### src/tmss_regs.svh
// Purpose: Timing counts, geometry and reset values for the touch matrix scan sequencer
// Assumes: 200 MHz ref_clk
// Notes: Definitions only; included by bare name
`ifndef TMSS_REGS_SVH
`define TMSS_REGS_SVH

// ****************************************
// Clock and timing
// ****************************************
`define TMSS_CLK_PERIOD_NS 5
// Charge capture window after each rising drive edge, fixed
`define TMSS_DWELL_NS 500
// Clamp phase after each falling edge and after the burst
`define TMSS_CLAMP_NS 500
// Least times round up to whole cycles
`define TMSS_DWELL_CYC ((`TMSS_DWELL_NS + `TMSS_CLK_PERIOD_NS - 1) / `TMSS_CLK_PERIOD_NS)
`define TMSS_CLAMP_CYC ((`TMSS_CLAMP_NS + `TMSS_CLK_PERIOD_NS - 1) / `TMSS_CLK_PERIOD_NS)

// ****************************************
// Matrix geometry
// ****************************************
`define TMSS_DRIVE_LINES 8
`define TMSS_RECEIVE_LINES 3
`define TMSS_KEYS 24
`define TMSS_KEYS_SMALL 16
`define TMSS_KEYS_LARGE 24

// ****************************************
// Per-key setup reset values
// ****************************************
`define TMSS_DIL_RESET 8'h02
`define TMSS_DIL_OFF 8'h00
`define TMSS_BURST_RESET 8'h10

`endif

### src/tmss_pkg.sv
// Purpose: Types shared by the scan sequencer files
// Assumes: Nothing
// Notes: Constants live in tmss_regs.svh
`default_nettype none
package tmss_pkg;

    // ****************************************
    // Sequencer states
    // ****************************************
    typedef enum logic [2:0] {
        ST_FIND,
        ST_HIGH,
        ST_LOW,
        ST_CLAMP,
        ST_RAMP,
        ST_REPORT,
        ST_IDLE
    } tmss_state_type;

endpackage
`default_nettype wire

### src/tmss_ramp_timer.sv
// Purpose: Single-slope conversion timer, ramp start to zero crossing
// Assumes: Sense inputs are asynchronous comparator levels from the pins
// Notes: Count carries a fixed two-cycle synchroniser bias
`timescale 1ns/10ps
`default_nettype none
module tmss_ramp_timer #(
    parameter int CNT_W = 16
) (
    input wire logic ref_clk,
    input wire logic resetn,
    input wire logic ramp_start,
    input wire logic [1:0] ramp_line,
    input wire logic [2:0] receive_sense_pin,
    output logic ramp_done,
    output logic [CNT_W-1:0] ramp_count,
    output logic ramp_timeout
);

    // ****************************************
    // Parameter check
    // ****************************************
    if (CNT_W < 8 || CNT_W > 24) begin : g_bad_width
        $error("tmss_ramp_timer: CNT_W must be 8 to 24");
    end

    logic [2:0] sense_meta_q;
    logic [2:0] sense_sync_q;
    logic active_q;
    logic [1:0] line_q;
    logic [CNT_W-1:0] cnt_q;
    logic crossed;

    // Two-stage synchroniser; first stage feeds only the second
    always_ff @(posedge ref_clk) begin
        if (!resetn) begin
            sense_meta_q <= 3'h0;
            sense_sync_q <= 3'h0;
        end else begin
            sense_meta_q <= receive_sense_pin;
            sense_sync_q <= sense_meta_q;
        end
    end

    assign crossed = sense_sync_q[line_q];

    // Count from ramp start until the selected line crosses zero
    always_ff @(posedge ref_clk) begin
        if (!resetn) begin
            active_q <= 1'b0;
            line_q <= 2'h0;
            cnt_q <= '0;
            ramp_done <= 1'b0;
            ramp_count <= '0;
            ramp_timeout <= 1'b0;
        end else begin
            ramp_done <= 1'b0;
            if (ramp_start) begin
                active_q <= 1'b1;
                line_q <= ramp_line;
                cnt_q <= '0;
            end else if (active_q) begin
                // Missing Cs or open line saturates and flags a timeout
                if (crossed || &cnt_q) begin
                    active_q <= 1'b0;
                    ramp_done <= 1'b1;
                    ramp_count <= cnt_q;
                    ramp_timeout <= !crossed;
                end else begin
                    cnt_q <= cnt_q + 1'b1;
                end
            end
        end
    end

endmodule
`default_nettype wire

### src/tmss_scan_sequencer.sv
// Purpose: Scan sequencer for an 8 x 3 drive/receive capacitive key matrix
// Assumes: External Cs, ramp resistor and zero-crossing comparator per receive line
// Notes: Setup store loaded through a staged write port and an atomic commit
//
// Summary of operation
// Keys addressed only in the 8 drive by 3 receive grid, 24 positions.
// At most 16 or 24 enabled keys, chosen by variant; otherwise identical.
// Disabled keys get no timeslot; timeslots per scan equal enabled keys.
// Detect integrator limit of zero disables the key and removes its burst.
// Enabled key count never exceeds variant maximum; host must respect it.
// Small variant resets with only first two receive lines enabled.
// Host swaps in third receive line keys within one setup block load.
// Each scan begins at drive zero, receive zero, key zero.
// Drive lines zero to seven per receive line; key is receive*8+drive.
// Keys 0-7 on receive zero, 8-15 on one, 16-23 on two.
// Burst pulse count taken from each key's own setting.
// One burst finished, converted and reported before the next starts.
// Charge transfer on rising drive edge; clamp receive line on falling.
// After last pulse clamp receive line, then let Cs ramp via resistor.
// Time from ramp start to zero crossing is the measurement value.
// Capture window after each rising edge fixed at about 500 ns.
// Calibration shortens as keys are disabled, their bursts omitted.
// One calibration is exactly one full pass of the enabled-key scan.
// Drives low and clamps released between bursts; wrap to key zero.
`timescale 1ns/10ps
`default_nettype none
`include "tmss_regs.svh"
module tmss_scan_sequencer #(
    parameter int MAX_KEYS = `TMSS_KEYS_LARGE,
    parameter int CNT_W = 16
) (
    input wire logic ref_clk,
    input wire logic resetn,
    input wire logic scan_enable,
    input wire logic cal_request,
    input wire logic setup_write,
    input wire logic [4:0] setup_key,
    input wire logic [7:0] setup_detect_integrator_limit,
    input wire logic [7:0] setup_burst_pulse_count,
    input wire logic setup_commit,
    input wire logic [2:0] receive_sense_pin,
    output logic [7:0] drive_out,
    output logic [2:0] receive_clamp,
    output logic [2:0] ramp_enable,
    output logic meas_valid,
    output logic [4:0] meas_key,
    output logic [CNT_W-1:0] meas_value,
    output logic meas_timeout,
    output logic scan_done,
    output logic cal_busy,
    output logic cal_done,
    output logic setup_reject,
    output logic [4:0] enabled_count
);

    // ****************************************
    // Parameter checks
    // ****************************************
    if (MAX_KEYS != `TMSS_KEYS_SMALL && MAX_KEYS != `TMSS_KEYS_LARGE) begin : g_bad_keys
        $error("tmss_scan_sequencer: MAX_KEYS must be 16 or 24");
    end
    if (CNT_W < 8 || CNT_W > 24) begin : g_bad_width
        $error("tmss_scan_sequencer: CNT_W must be 8 to 24");
    end

    localparam int KEYS = `TMSS_KEYS;
    localparam logic [7:0] DWELL_CYC = 8'(`TMSS_DWELL_CYC);
    localparam logic [7:0] CLAMP_CYC = 8'(`TMSS_CLAMP_CYC);
    localparam logic [4:0] KEY_LIMIT = 5'(MAX_KEYS);
    localparam logic [4:0] LAST_KEY = 5'(KEYS - 1);

    // ****************************************
    // Helper functions
    // ****************************************
    // First enabled key at or above start; bit 5 marks found
    function automatic logic [5:0] tmss_find_from(input logic [KEYS-1:0] en,
        input logic [4:0] start);
        logic [5:0] res;
        res = 6'h00;
        for (int i = KEYS - 1; i >= 0; i--) begin
            if (en[i] && 5'(i) >= start) begin
                res = {1'b1, 5'(i)};
            end
        end
        return res;
    endfunction

    // Number of enabled keys in a mask
    function automatic logic [4:0] tmss_count(input logic [KEYS-1:0] en);
        logic [4:0] n;
        n = 5'h00;
        for (int i = 0; i < KEYS; i++) begin
            n = n + 5'(en[i]);
        end
        return n;
    endfunction

    // ****************************************
    // Setup store
    // ****************************************
    logic [7:0] dil_q [KEYS];
    logic [7:0] bl_q [KEYS];
    logic [7:0] dil_stage_q [KEYS];
    logic [7:0] bl_stage_q [KEYS];
    logic [KEYS-1:0] en_mask;
    logic [KEYS-1:0] stage_mask;
    logic commit_ok;

    // Enabled masks from the integrator limit; zero means off
    for (genvar k = 0; k < KEYS; k++) begin : g_mask
        assign en_mask[k] = (dil_q[k] != `TMSS_DIL_OFF);
        assign stage_mask[k] = (dil_stage_q[k] != `TMSS_DIL_OFF);
    end

    // Commit only a staged set that the variant can serve
    assign commit_ok = (tmss_count(stage_mask) <= KEY_LIMIT);

    // Reset layout and per-key storage, one generate slice per key
    for (genvar k = 0; k < KEYS; k++) begin : g_store
        // Third receive line starts off on the small variant
        localparam logic [7:0] DIL_INIT =
            (MAX_KEYS == `TMSS_KEYS_SMALL && k >= `TMSS_KEYS_SMALL) ?
            `TMSS_DIL_OFF : `TMSS_DIL_RESET;

        // Staging area; host writes freely without touching the scan
        always_ff @(posedge ref_clk) begin
            if (!resetn) begin
                dil_stage_q[k] <= DIL_INIT;
                bl_stage_q[k] <= `TMSS_BURST_RESET;
            end else if (setup_write && setup_key == 5'(k)) begin
                dil_stage_q[k] <= setup_detect_integrator_limit;
                bl_stage_q[k] <= setup_burst_pulse_count;
            end
        end

        // Active set swaps in whole, so disable and enable land together
        always_ff @(posedge ref_clk) begin
            if (!resetn) begin
                dil_q[k] <= DIL_INIT;
                bl_q[k] <= `TMSS_BURST_RESET;
            end else if (setup_commit && commit_ok) begin
                dil_q[k] <= dil_stage_q[k];
                bl_q[k] <= bl_stage_q[k];
            end
        end
    end

    // Commit result and live enabled count
    always_ff @(posedge ref_clk) begin
        if (!resetn) begin
            setup_reject <= 1'b0;
            enabled_count <= 5'h00;
        end else begin
            if (setup_commit) begin
                setup_reject <= !commit_ok;
            end
            enabled_count <= tmss_count(en_mask);
        end
    end

    // ****************************************
    // Scan state machine
    // ****************************************
    tmss_pkg::tmss_state_type state_q;
    logic [4:0] key_q;
    logic [7:0] pulses_left_q;
    logic [7:0] timer_q;
    logic first_q;
    logic [5:0] next_hit;
    logic [5:0] wrap_hit;
    logic [4:0] search_from;
    logic ramp_start;
    logic ramp_done;
    logic [CNT_W-1:0] ramp_count;
    logic ramp_timeout;
    logic wrap_now;

    // Search above the last key, or from zero on the first pass
    assign search_from = first_q ? 5'h00 : ((key_q == LAST_KEY) ? LAST_KEY : key_q + 5'h01);
    assign next_hit = (!first_q && key_q == LAST_KEY) ? 6'h00 :
                      tmss_find_from(en_mask, search_from);
    assign wrap_hit = tmss_find_from(en_mask, 5'h00);
    assign wrap_now = (state_q == tmss_pkg::ST_FIND) && !next_hit[5];
    assign ramp_start = (state_q == tmss_pkg::ST_CLAMP) && (timer_q == 8'h01);

    // Key walk and phase timing; one key finishes before the next begins
    always_ff @(posedge ref_clk) begin
        if (!resetn) begin
            state_q <= tmss_pkg::ST_FIND;
            key_q <= 5'h00;
            first_q <= 1'b1;
            pulses_left_q <= 8'h00;
            timer_q <= 8'h00;
        end else begin
            case (state_q)
                tmss_pkg::ST_IDLE: begin
                    // Nothing enabled or scanning paused; restart cleanly
                    if (scan_enable && |en_mask) begin
                        state_q <= tmss_pkg::ST_FIND;
                        first_q <= 1'b1;
                    end
                end
                tmss_pkg::ST_FIND: begin
                    if (!scan_enable || !(|en_mask)) begin
                        state_q <= tmss_pkg::ST_IDLE;
                    end else begin
                        // Row order: drive index fastest, then receive line
                        key_q <= next_hit[5] ? next_hit[4:0] : wrap_hit[4:0];
                        first_q <= 1'b0;
                        pulses_left_q <= bl_q[next_hit[5] ? next_hit[4:0] : wrap_hit[4:0]];
                        timer_q <= DWELL_CYC;
                        state_q <= tmss_pkg::ST_HIGH;
                    end
                end
                tmss_pkg::ST_HIGH: begin
                    // Capture window; fixed length, not adjustable
                    if (timer_q == 8'h01) begin
                        timer_q <= CLAMP_CYC;
                        state_q <= tmss_pkg::ST_LOW;
                    end else begin
                        timer_q <= timer_q - 8'h01;
                    end
                end
                tmss_pkg::ST_LOW: begin
                    if (timer_q == 8'h01) begin
                        // A zero burst setting still gives one pulse
                        if (pulses_left_q <= 8'h01) begin
                            timer_q <= CLAMP_CYC;
                            state_q <= tmss_pkg::ST_CLAMP;
                        end else begin
                            pulses_left_q <= pulses_left_q - 8'h01;
                            timer_q <= DWELL_CYC;
                            state_q <= tmss_pkg::ST_HIGH;
                        end
                    end else begin
                        timer_q <= timer_q - 8'h01;
                    end
                end
                tmss_pkg::ST_CLAMP: begin
                    if (timer_q == 8'h01) begin
                        state_q <= tmss_pkg::ST_RAMP;
                    end else begin
                        timer_q <= timer_q - 8'h01;
                    end
                end
                tmss_pkg::ST_RAMP: begin
                    if (ramp_done) begin
                        state_q <= tmss_pkg::ST_REPORT;
                    end
                end
                tmss_pkg::ST_REPORT: begin
                    state_q <= tmss_pkg::ST_FIND;
                end
                default: begin
                    state_q <= tmss_pkg::ST_IDLE;
                end
            endcase
        end
    end

    // ****************************************
    // Matrix pins
    // ****************************************
    // Pins follow the state one cycle later; all idle between bursts
    always_ff @(posedge ref_clk) begin
        if (!resetn) begin
            drive_out <= 8'h00;
            receive_clamp <= 3'h0;
            ramp_enable <= 3'h0;
        end else begin
            drive_out <= 8'h00;
            receive_clamp <= 3'h0;
            ramp_enable <= 3'h0;
            case (state_q)
                tmss_pkg::ST_HIGH: begin
                    drive_out[key_q[2:0]] <= 1'b1;
                end
                tmss_pkg::ST_LOW: begin
                    receive_clamp[key_q[4:3]] <= 1'b1;
                end
                tmss_pkg::ST_CLAMP: begin
                    receive_clamp[key_q[4:3]] <= 1'b1;
                end
                tmss_pkg::ST_RAMP: begin
                    ramp_enable[key_q[4:3]] <= 1'b1;
                end
                default: begin
                    drive_out <= 8'h00;
                end
            endcase
        end
    end

    // ****************************************
    // Conversion
    // ****************************************
    tmss_ramp_timer #(
        .CNT_W(CNT_W)
    ) u_ramp (
        .ref_clk(ref_clk),
        .resetn(resetn),
        .ramp_start(ramp_start),
        .ramp_line(key_q[4:3]),
        .receive_sense_pin(receive_sense_pin),
        .ramp_done(ramp_done),
        .ramp_count(ramp_count),
        .ramp_timeout(ramp_timeout)
    );

    // Result out once per key, tagged with its number
    always_ff @(posedge ref_clk) begin
        if (!resetn) begin
            meas_valid <= 1'b0;
            meas_key <= 5'h00;
            meas_value <= '0;
            meas_timeout <= 1'b0;
        end else begin
            meas_valid <= 1'b0;
            if (state_q == tmss_pkg::ST_RAMP && ramp_done) begin
                meas_valid <= 1'b1;
                meas_key <= key_q;
                meas_value <= ramp_count;
                meas_timeout <= ramp_timeout;
            end
        end
    end

    // ****************************************
    // Scan pass and calibration
    // ****************************************
    logic cal_pend_q;

    // A wrap ends a pass; a calibration spans exactly one pass
    always_ff @(posedge ref_clk) begin
        if (!resetn) begin
            scan_done <= 1'b0;
            cal_done <= 1'b0;
            cal_busy <= 1'b0;
            cal_pend_q <= 1'b0;
        end else begin
            scan_done <= 1'b0;
            cal_done <= 1'b0;
            if (wrap_now && scan_enable && |en_mask) begin
                scan_done <= 1'b1;
                cal_done <= cal_busy;
                cal_busy <= cal_pend_q;
                // A request in the wrap cycle is kept for the next pass
                cal_pend_q <= cal_request;
            end else if (state_q == tmss_pkg::ST_FIND && first_q && next_hit[5]) begin
                // Very first pass after reset or idle starts at the lowest enabled key
                cal_busy <= cal_pend_q | cal_request;
                cal_pend_q <= 1'b0;
            end else if (cal_request) begin
                cal_pend_q <= 1'b1;
            end
        end
    end

endmodule
`default_nettype wire

### config.mk
export PLATFORM = sky130hd
export DESIGN_NAME = tmss_scan_sequencer
export DESIGN_NICKNAME = d
export VERILOG_FILES = /design/src/tmss_pkg.sv /design/src/tmss_ramp_timer.sv /design/src/tmss_scan_sequencer.sv
export VERILOG_INCLUDE_DIRS = /design/src
export SDC_FILE = /design/constraint.sdc
export NUM_CORES = 1
export LEC_CHECK = 0
export BUFFER_PORTS_ARGS = -buffer_cell sky130_fd_sc_hd__clkbuf_2
export CAP_MARGIN = 10
export CORE_UTILIZATION = 55
export CTS_CLUSTER_SIZE = 8
export DETAILED_ROUTE_END_ITERATION = 8
export PLACE_DENSITY = 0.74
export SLEW_MARGIN = 40
export SYNTH_ARGS = -nofsm -noshare
export SYNTH_HDL_FRONTEND = slang
export SYNTH_SLANG_ARGS = --single-unit
### constraint.sdc
create_clock -name ref_clk -period 14.8 [get_ports ref_clk]
set_clock_uncertainty 0.05 [all_clocks]
set_input_delay 2.96 -clock ref_clk [delete_from_list [all_inputs] [get_ports ref_clk]]
set_output_delay 2.96 -clock ref_clk [all_outputs]
set_load 0.01 [all_outputs]
Word level (Yosys, flattened, before mapping). Memories as Yosys holds them, arrays and structs flattened. Index checks and enable logic that the tools add are counted.

Bits in registers: 115. Latch bits: 0. RAM bits: 768. ROM bits: 0. Bits of input ports: 30. Output and inout port bits: 46. Logic and storage cells: 652. Memories: 4.

$add $sub $neg: 50. Multipliers: 0. Divide/modulo/power cells: 0. Order comparisons: 31. Equality and inequality tests: 39. Shift operators: 0. Multiplexer cells: 260. Bitwise operators: 102. Reductions and logical operators: 140.

Memory list: bl_q (depth 24, width 8, rd ports 1, clocked after memory_dff 0, write ports 24, line tmss_scan_sequencer.sv:102) `logic [7:0] bl_q [KEYS];`; bl_stage_q (depth 24, width 8, rd ports 24, clocked after memory_dff 0, write ports 24, line tmss_scan_sequencer.sv:104) `logic [7:0] bl_stage_q [KEYS];`; dil_q (depth 24, width 8, rd ports 24, clocked after memory_dff 0, write ports 24, line tmss_scan_sequencer.sv:101) `logic [7:0] dil_q [KEYS];`; dil_stage_q (depth 24, width 8, rd ports 24, clocked after memory_dff 0, write ports 24, line tmss_scan_sequencer.sv:103) `logic [7:0] dil_stage_q [KEYS];`.

Operators with widths (number): $mux W8 (102); $reduce_bool A8 Y1 (48); $add A5 B1 Y5 (38); $mux W6 (25); $mux W5 (27); $or A1 B1 Y1 (97); $mux W1 (92); $logic_and A1 B1 Y1 (60); $eq A5 B5 Y1 const B (9); $eq A5 B4 Y1 const B (8); $ge A4 B5 Y1 const A (8); $ge A5 B5 Y1 const A (8); $pmux W8 S3 (1); $reduce_or A24 Y1 (1); $pmux W3 S7 (1); $eq A5 B3 Y1 const B (4); $ge A3 B5 Y1 const A (4); $mux W3 (6); $add A16 B1 Y16 const B (1); $pmux W8 S2 (1); $reduce_and A16 Y1 (1); $sub A8 B1 Y8 const B (2); $ne A2 B2 Y1 const B (6); $reduce_and A2 Y1 (6); 37 further kinds (66).

Logic depth before layout (Yosys ltp).
Depth in word-level cells: 35. Mapped depth: 21. Depth with buffers taken out: 19.

Modules after synthesis. A second synthesis with hierarchy kept.

Cells, all modules: 2994. Area, all modules: 38838.5 um2.

Modules (own cells, without submodules): tmss_scan_sequencer (times used 1, cells an instance 2795, area an instance 36871.6 um2, seq. area each 24503.5 um2); tmss_ramp_timer (times used 1, cells an instance 199, area an instance 1966.9 um2, seq. area each 860.8 um2).

Worst setup path before layout. Ideal clock, no wire load.

Path type: flip-flop to flip-flop. From: mem dil_stage_q[1][5], in the netlist dil_stage_q[0][13]. To: mem bl_q[0][0] (enable). Setup time: 819 ps. Arrival: 14105 ps. Required time: 13931 ps. Slack: -173 ps. Cell stages (with the launch flop): 16. Path buffers: 1. Period minus slack after synthesis: 14973 ps. Cell sequence: edfxtp_1 or4_1 nor2_1 fa_1 fa_1 fa_1 fa_1 fa_1 inv_1 ha_1 inv_1 fa_1 nor4bb_1 o41a_1 clkbuf_1 nand2b_1.

RTL lines (line): start, declared (tmss_scan_sequencer.sv:103); end, declared (tmss_scan_sequencer.sv:102).

==> results.md <==
- Row count: 96
- Maximum capacitance violations: 0
- Final standard cell count with taps included and fillers excluded: 3993
- CTS tree: done
- Post-detailed-routing wire length: roughly 95000 um
- Category of the worst setup path launch point: flip-flop
- Area added between synthesis and finish: 12.0%
- Total placed instance area: around 0.040 mm^2
- Initial DRC count: 2660
- Critical path class: flip-flop to flip-flop
- Post-route fraction of the period consumed by the critical path: a little under three fifths
- Setup repair after global routing missed its margin: no
- Setup violators final: 0
- Worst path most repeated cell: sky130_fd_sc_hd__fa_1
- Max Clock Freq: about 0.12 GHz
- Number of buffers added to fix hold violations after cts: 0
- Total half-perimeter wirelength after legalization and detailed placement: about 60000 um
- Number of warnings printed during yosys synthesis: 0
- Switching power share of the total: 26.4%
- Count of flip-flops with a built-in enable after synthesis: between 700 and 800
- Number of port buffers: 75
- Post-route antenna net violation count: 0
- Largest driver fanout on the critical path: roughly 150
- Ports: 76
- Drt pass-1 iters: 6
- Worst-case vdd ir drop: a little under 0.1 mV
- Setup fix buffers added after clock tree synthesis: 0
- Clock latency of the later-clocked register in the worst-skew pair: 670 ps
- Cell area after layout: about 0.043 mm^2
- Syn_nets: 3042
- Register area share after synthesis: roughly 66%
- Via total after detailed routing: about 24000
- Synthesized instance count: between 2000 and 3000
- Height of the die: 266 um
- Final routed DRC violation total: 0
- Buffers from clock root to sink, at most: 3
- Clock network fraction of design power: about two fifths
- End-of-flow core utilization: between 60% and 70%
- Data required time of the worst path: between 15000 and 20000 ps
- Dominant cell by count in the synthesized netlist: sky130_fd_sc_hd__edfxtp_1
- Fill cell count: approximately 5100
- Outcome: finished clean
- Internal Dissipation: between 4 and 5 mW
- Gate power share: approximately 15%
- Number of gates given a new drive strength after cts: 0
- Asr flop ratio synth: 0%
- Leakage power total: 17.0 nW
- Capturing element type of the critical path: flip-flop
- Cell at the root of the clock tree: sky130_fd_sc_hd__clkbuf_16
- Count of cell types in the netlist: 87
- Total Nets Final: a little over 3000
- Post-Place Cells: ~3800
- Number of failing hold endpoints at the final stage: 0
- Remaining global-route overflow: 0
- Detail-routed via count per cell: between 6 and 7
- Fraction of final layout cells sized beyond drive strength 1: between 10% and 20%
- Largest net degree at the start of global routing: roughly 170
- Wire length per cell: 23.8 um
- Starting density of the core: between 50% and 60%
- Die outline width: roughly 270 um
- Critical Path, Cell by Cell: or4_1, nor2_1, fa_1, fa_1, fa_1, fa_1, fa_1, inv_1, ha_1, inv_1, fa_1, nor4bb_1, o41a_4, clkbuf_8, clkbuf_8, and2_4, nand2b_1
- Power Dens Cells: ~150 mW/mm^2
- Post-layout worst setup margin: around 6300 ps
- Synth Area per Inst: between 10 and 15 um^2
- Hold WC Path Type: flip-flop to flip-flop
- CTS Sinks: approximately 880
- Area taken by multi-input logic gates: 0.0120 mm^2
- Weighted congestion reported at the end of routability-driven placement: slightly above 1
- Cell with the biggest individual delay on the critical path: sky130_fd_sc_hd__and2_4
- Biggest area contributors in the synthesized netlist: sky130_fd_sc_hd__edfxtp_1 60%, sky130_fd_sc_hd__dfxtp_1 6.0%, sky130_fd_sc_hd__and2_1 5.8%
- Footprint of the flip-flops and latches: 0.0254 mm^2
- Slew Limit Headroom: about two fifths
- Worst EP arrival: between 8000 and 9000 ps
- Kind of cell adding the most delay to the critical path: adder cells
- Switch Pwr: about 1.7 mW
- Commonest register cell after synthesis: sky130_fd_sc_hd__edfxtp_1
- Wire length of the first global-routing pass: between 100000 and 150000 um
- CTS clock-pin slew for the worst setup and hold paths: 50 ps
- Pins Over Slew Limit: 0
- Initial antenna violation count: 7
- Number of buffers inserted during clock tree synthesis: 120
- Portion of total power attributed to sequential cells: between 40% and 50%
- Top cell types by occurrence after synthesis: 768 x sky130_fd_sc_hd__edfxtp_1, 356 x sky130_fd_sc_hd__and2_1, 350 x sky130_fd_sc_hd__and3_1
- CTS H-tree depth: 3
- Setup TNS: 0 ps
- CP peak stage delay: approximately 850 ps
- Top-area cell type share of the netlist area: ~60%
- Cell area after synthesis: 0.0384 mm^2
- Floorplan die area: between 0.07 and 0.08 mm^2
- Cell taking the most area after synthesis: sky130_fd_sc_hd__edfxtp_1
- Flip-flop and latch count after synthesis: 883
- Actual slew at the worst max-slew pin: between 900 and 1000 ps
- Final Critical Period: approximately 8500 ps
- GRT Resource Usage Total: 27.0%
- Via count of the first global-routing pass: around 24000
- Place WS: 6300 ps
- Std-Cell Core Area: a little under 0.07 mm^2
- Number of buffers and inverters on the critical path: 4
registers in the layout, summed over array words and instances (netlist names), 2 cells and up:
register and count:
enabled_count 5, meas_key 5, key_q 5, bl_stage_q 192, timer_q 8, dil_q 192, drive_out 8, u_ramp.sense_sync_q 3
state_q 3, meas_value 16, receive_clamp 3, dil_stage_q 192, bl_q 192, u_ramp.cnt_q 16, u_ramp.line_q 2, ramp_enable 3
u_ramp.ramp_count 16, pulses_left_q 8, u_ramp.sense_meta_q 3
routing by layer:
layer	vias up	track usage (%)	share of wire (%)
met4	6	11.2	4.1
met2	1091	45.1	48
li1	10944	-	-
met3	228	4.36	8.2
met5	-	0	0.039
met1	12023	35.2	39
final cells by class:
class | instances | share of cell area (%)
sequential | 883 | 59.0
multi-input combinational | 1805 | 27.9
clock buffer | 177 | 7.61
tap | 931 | 2.71
timing repair buffer | 124 | 2.00
inverter | 66 | 0.576
clock inverter | 6 | 0.195
antenna | 1 | 0.00582
kinds of logic (layout without fill, tap and decap cells):
family,after synthesis,after routing,synth area share [%]
adder cells (fa/ha/maj),54,54,2.42
buffers and inverters,271,373,2.94
AO/OA/AOI/OAI,293,293,5.28
other,0,1,0
AND/OR/NAND/NOR,1334,1334,20.0
multiplexers,101,101,2.75
flip-flops,883,883,66.1
XOR/XNOR,23,23,0.525
through the flow:
stage               hold WS (ps)  total power, mW
finish                       395             6.45
detailed placement           387             4.00
global placement             390             3.95
floorplan                    362             3.75
CTS                          395             6.45
global route                 410             6.66
power by group through the flow:
stage	sequential, mW	clock [mW]	combinational, mW
after floorplan	3.06	0	0.685
after global placement	3.07	0	0.884
after detailed placement	3.09	0	0.919
after CTS	3.04	2.49	0.923
after global routing	3.06	2.59	1.01
final	3.04	2.47	0.940
worst paths after layout:
check,to,slack [ps],depth (start not counted),from
worst max register to register,bl_q[14][4],6320,17,dil_stage_q[0][12]
worst max-delay path,bl_q[14][4],6320,17,dil_stage_q[0][12]
worst min-delay path,u_ramp.sense_sync_q[1],400,1,u_ramp.sense_meta_q[1]
worst min register to register,u_ramp.sense_sync_q[1],400,1,u_ramp.sense_meta_q[1]
cell usage in the layout (no fill, tap or decap), types with 64 or more instances in the layout:
cell	synthesis	layout
sky130_fd_sc_hd__edfxtp_1	768	768
sky130_fd_sc_hd__and2_1	356	355
sky130_fd_sc_hd__and3_1	350	350
sky130_fd_sc_hd__nand2_1	156	156
sky130_fd_sc_hd__nor2_1	154	139
sky130_fd_sc_hd__clkbuf_16	0	122
sky130_fd_sc_hd__dfxtp_1	115	115
sky130_fd_sc_hd__mux2i_1	93	93
sky130_fd_sc_hd__nand2b_1	69	68
sky130_fd_sc_hd__a21oi_1	68	68
sky130_fd_sc_hd__clkbuf_2	0	67
sky130_fd_sc_hd__inv_1	64	64
(Power assumes the default switching activity.)
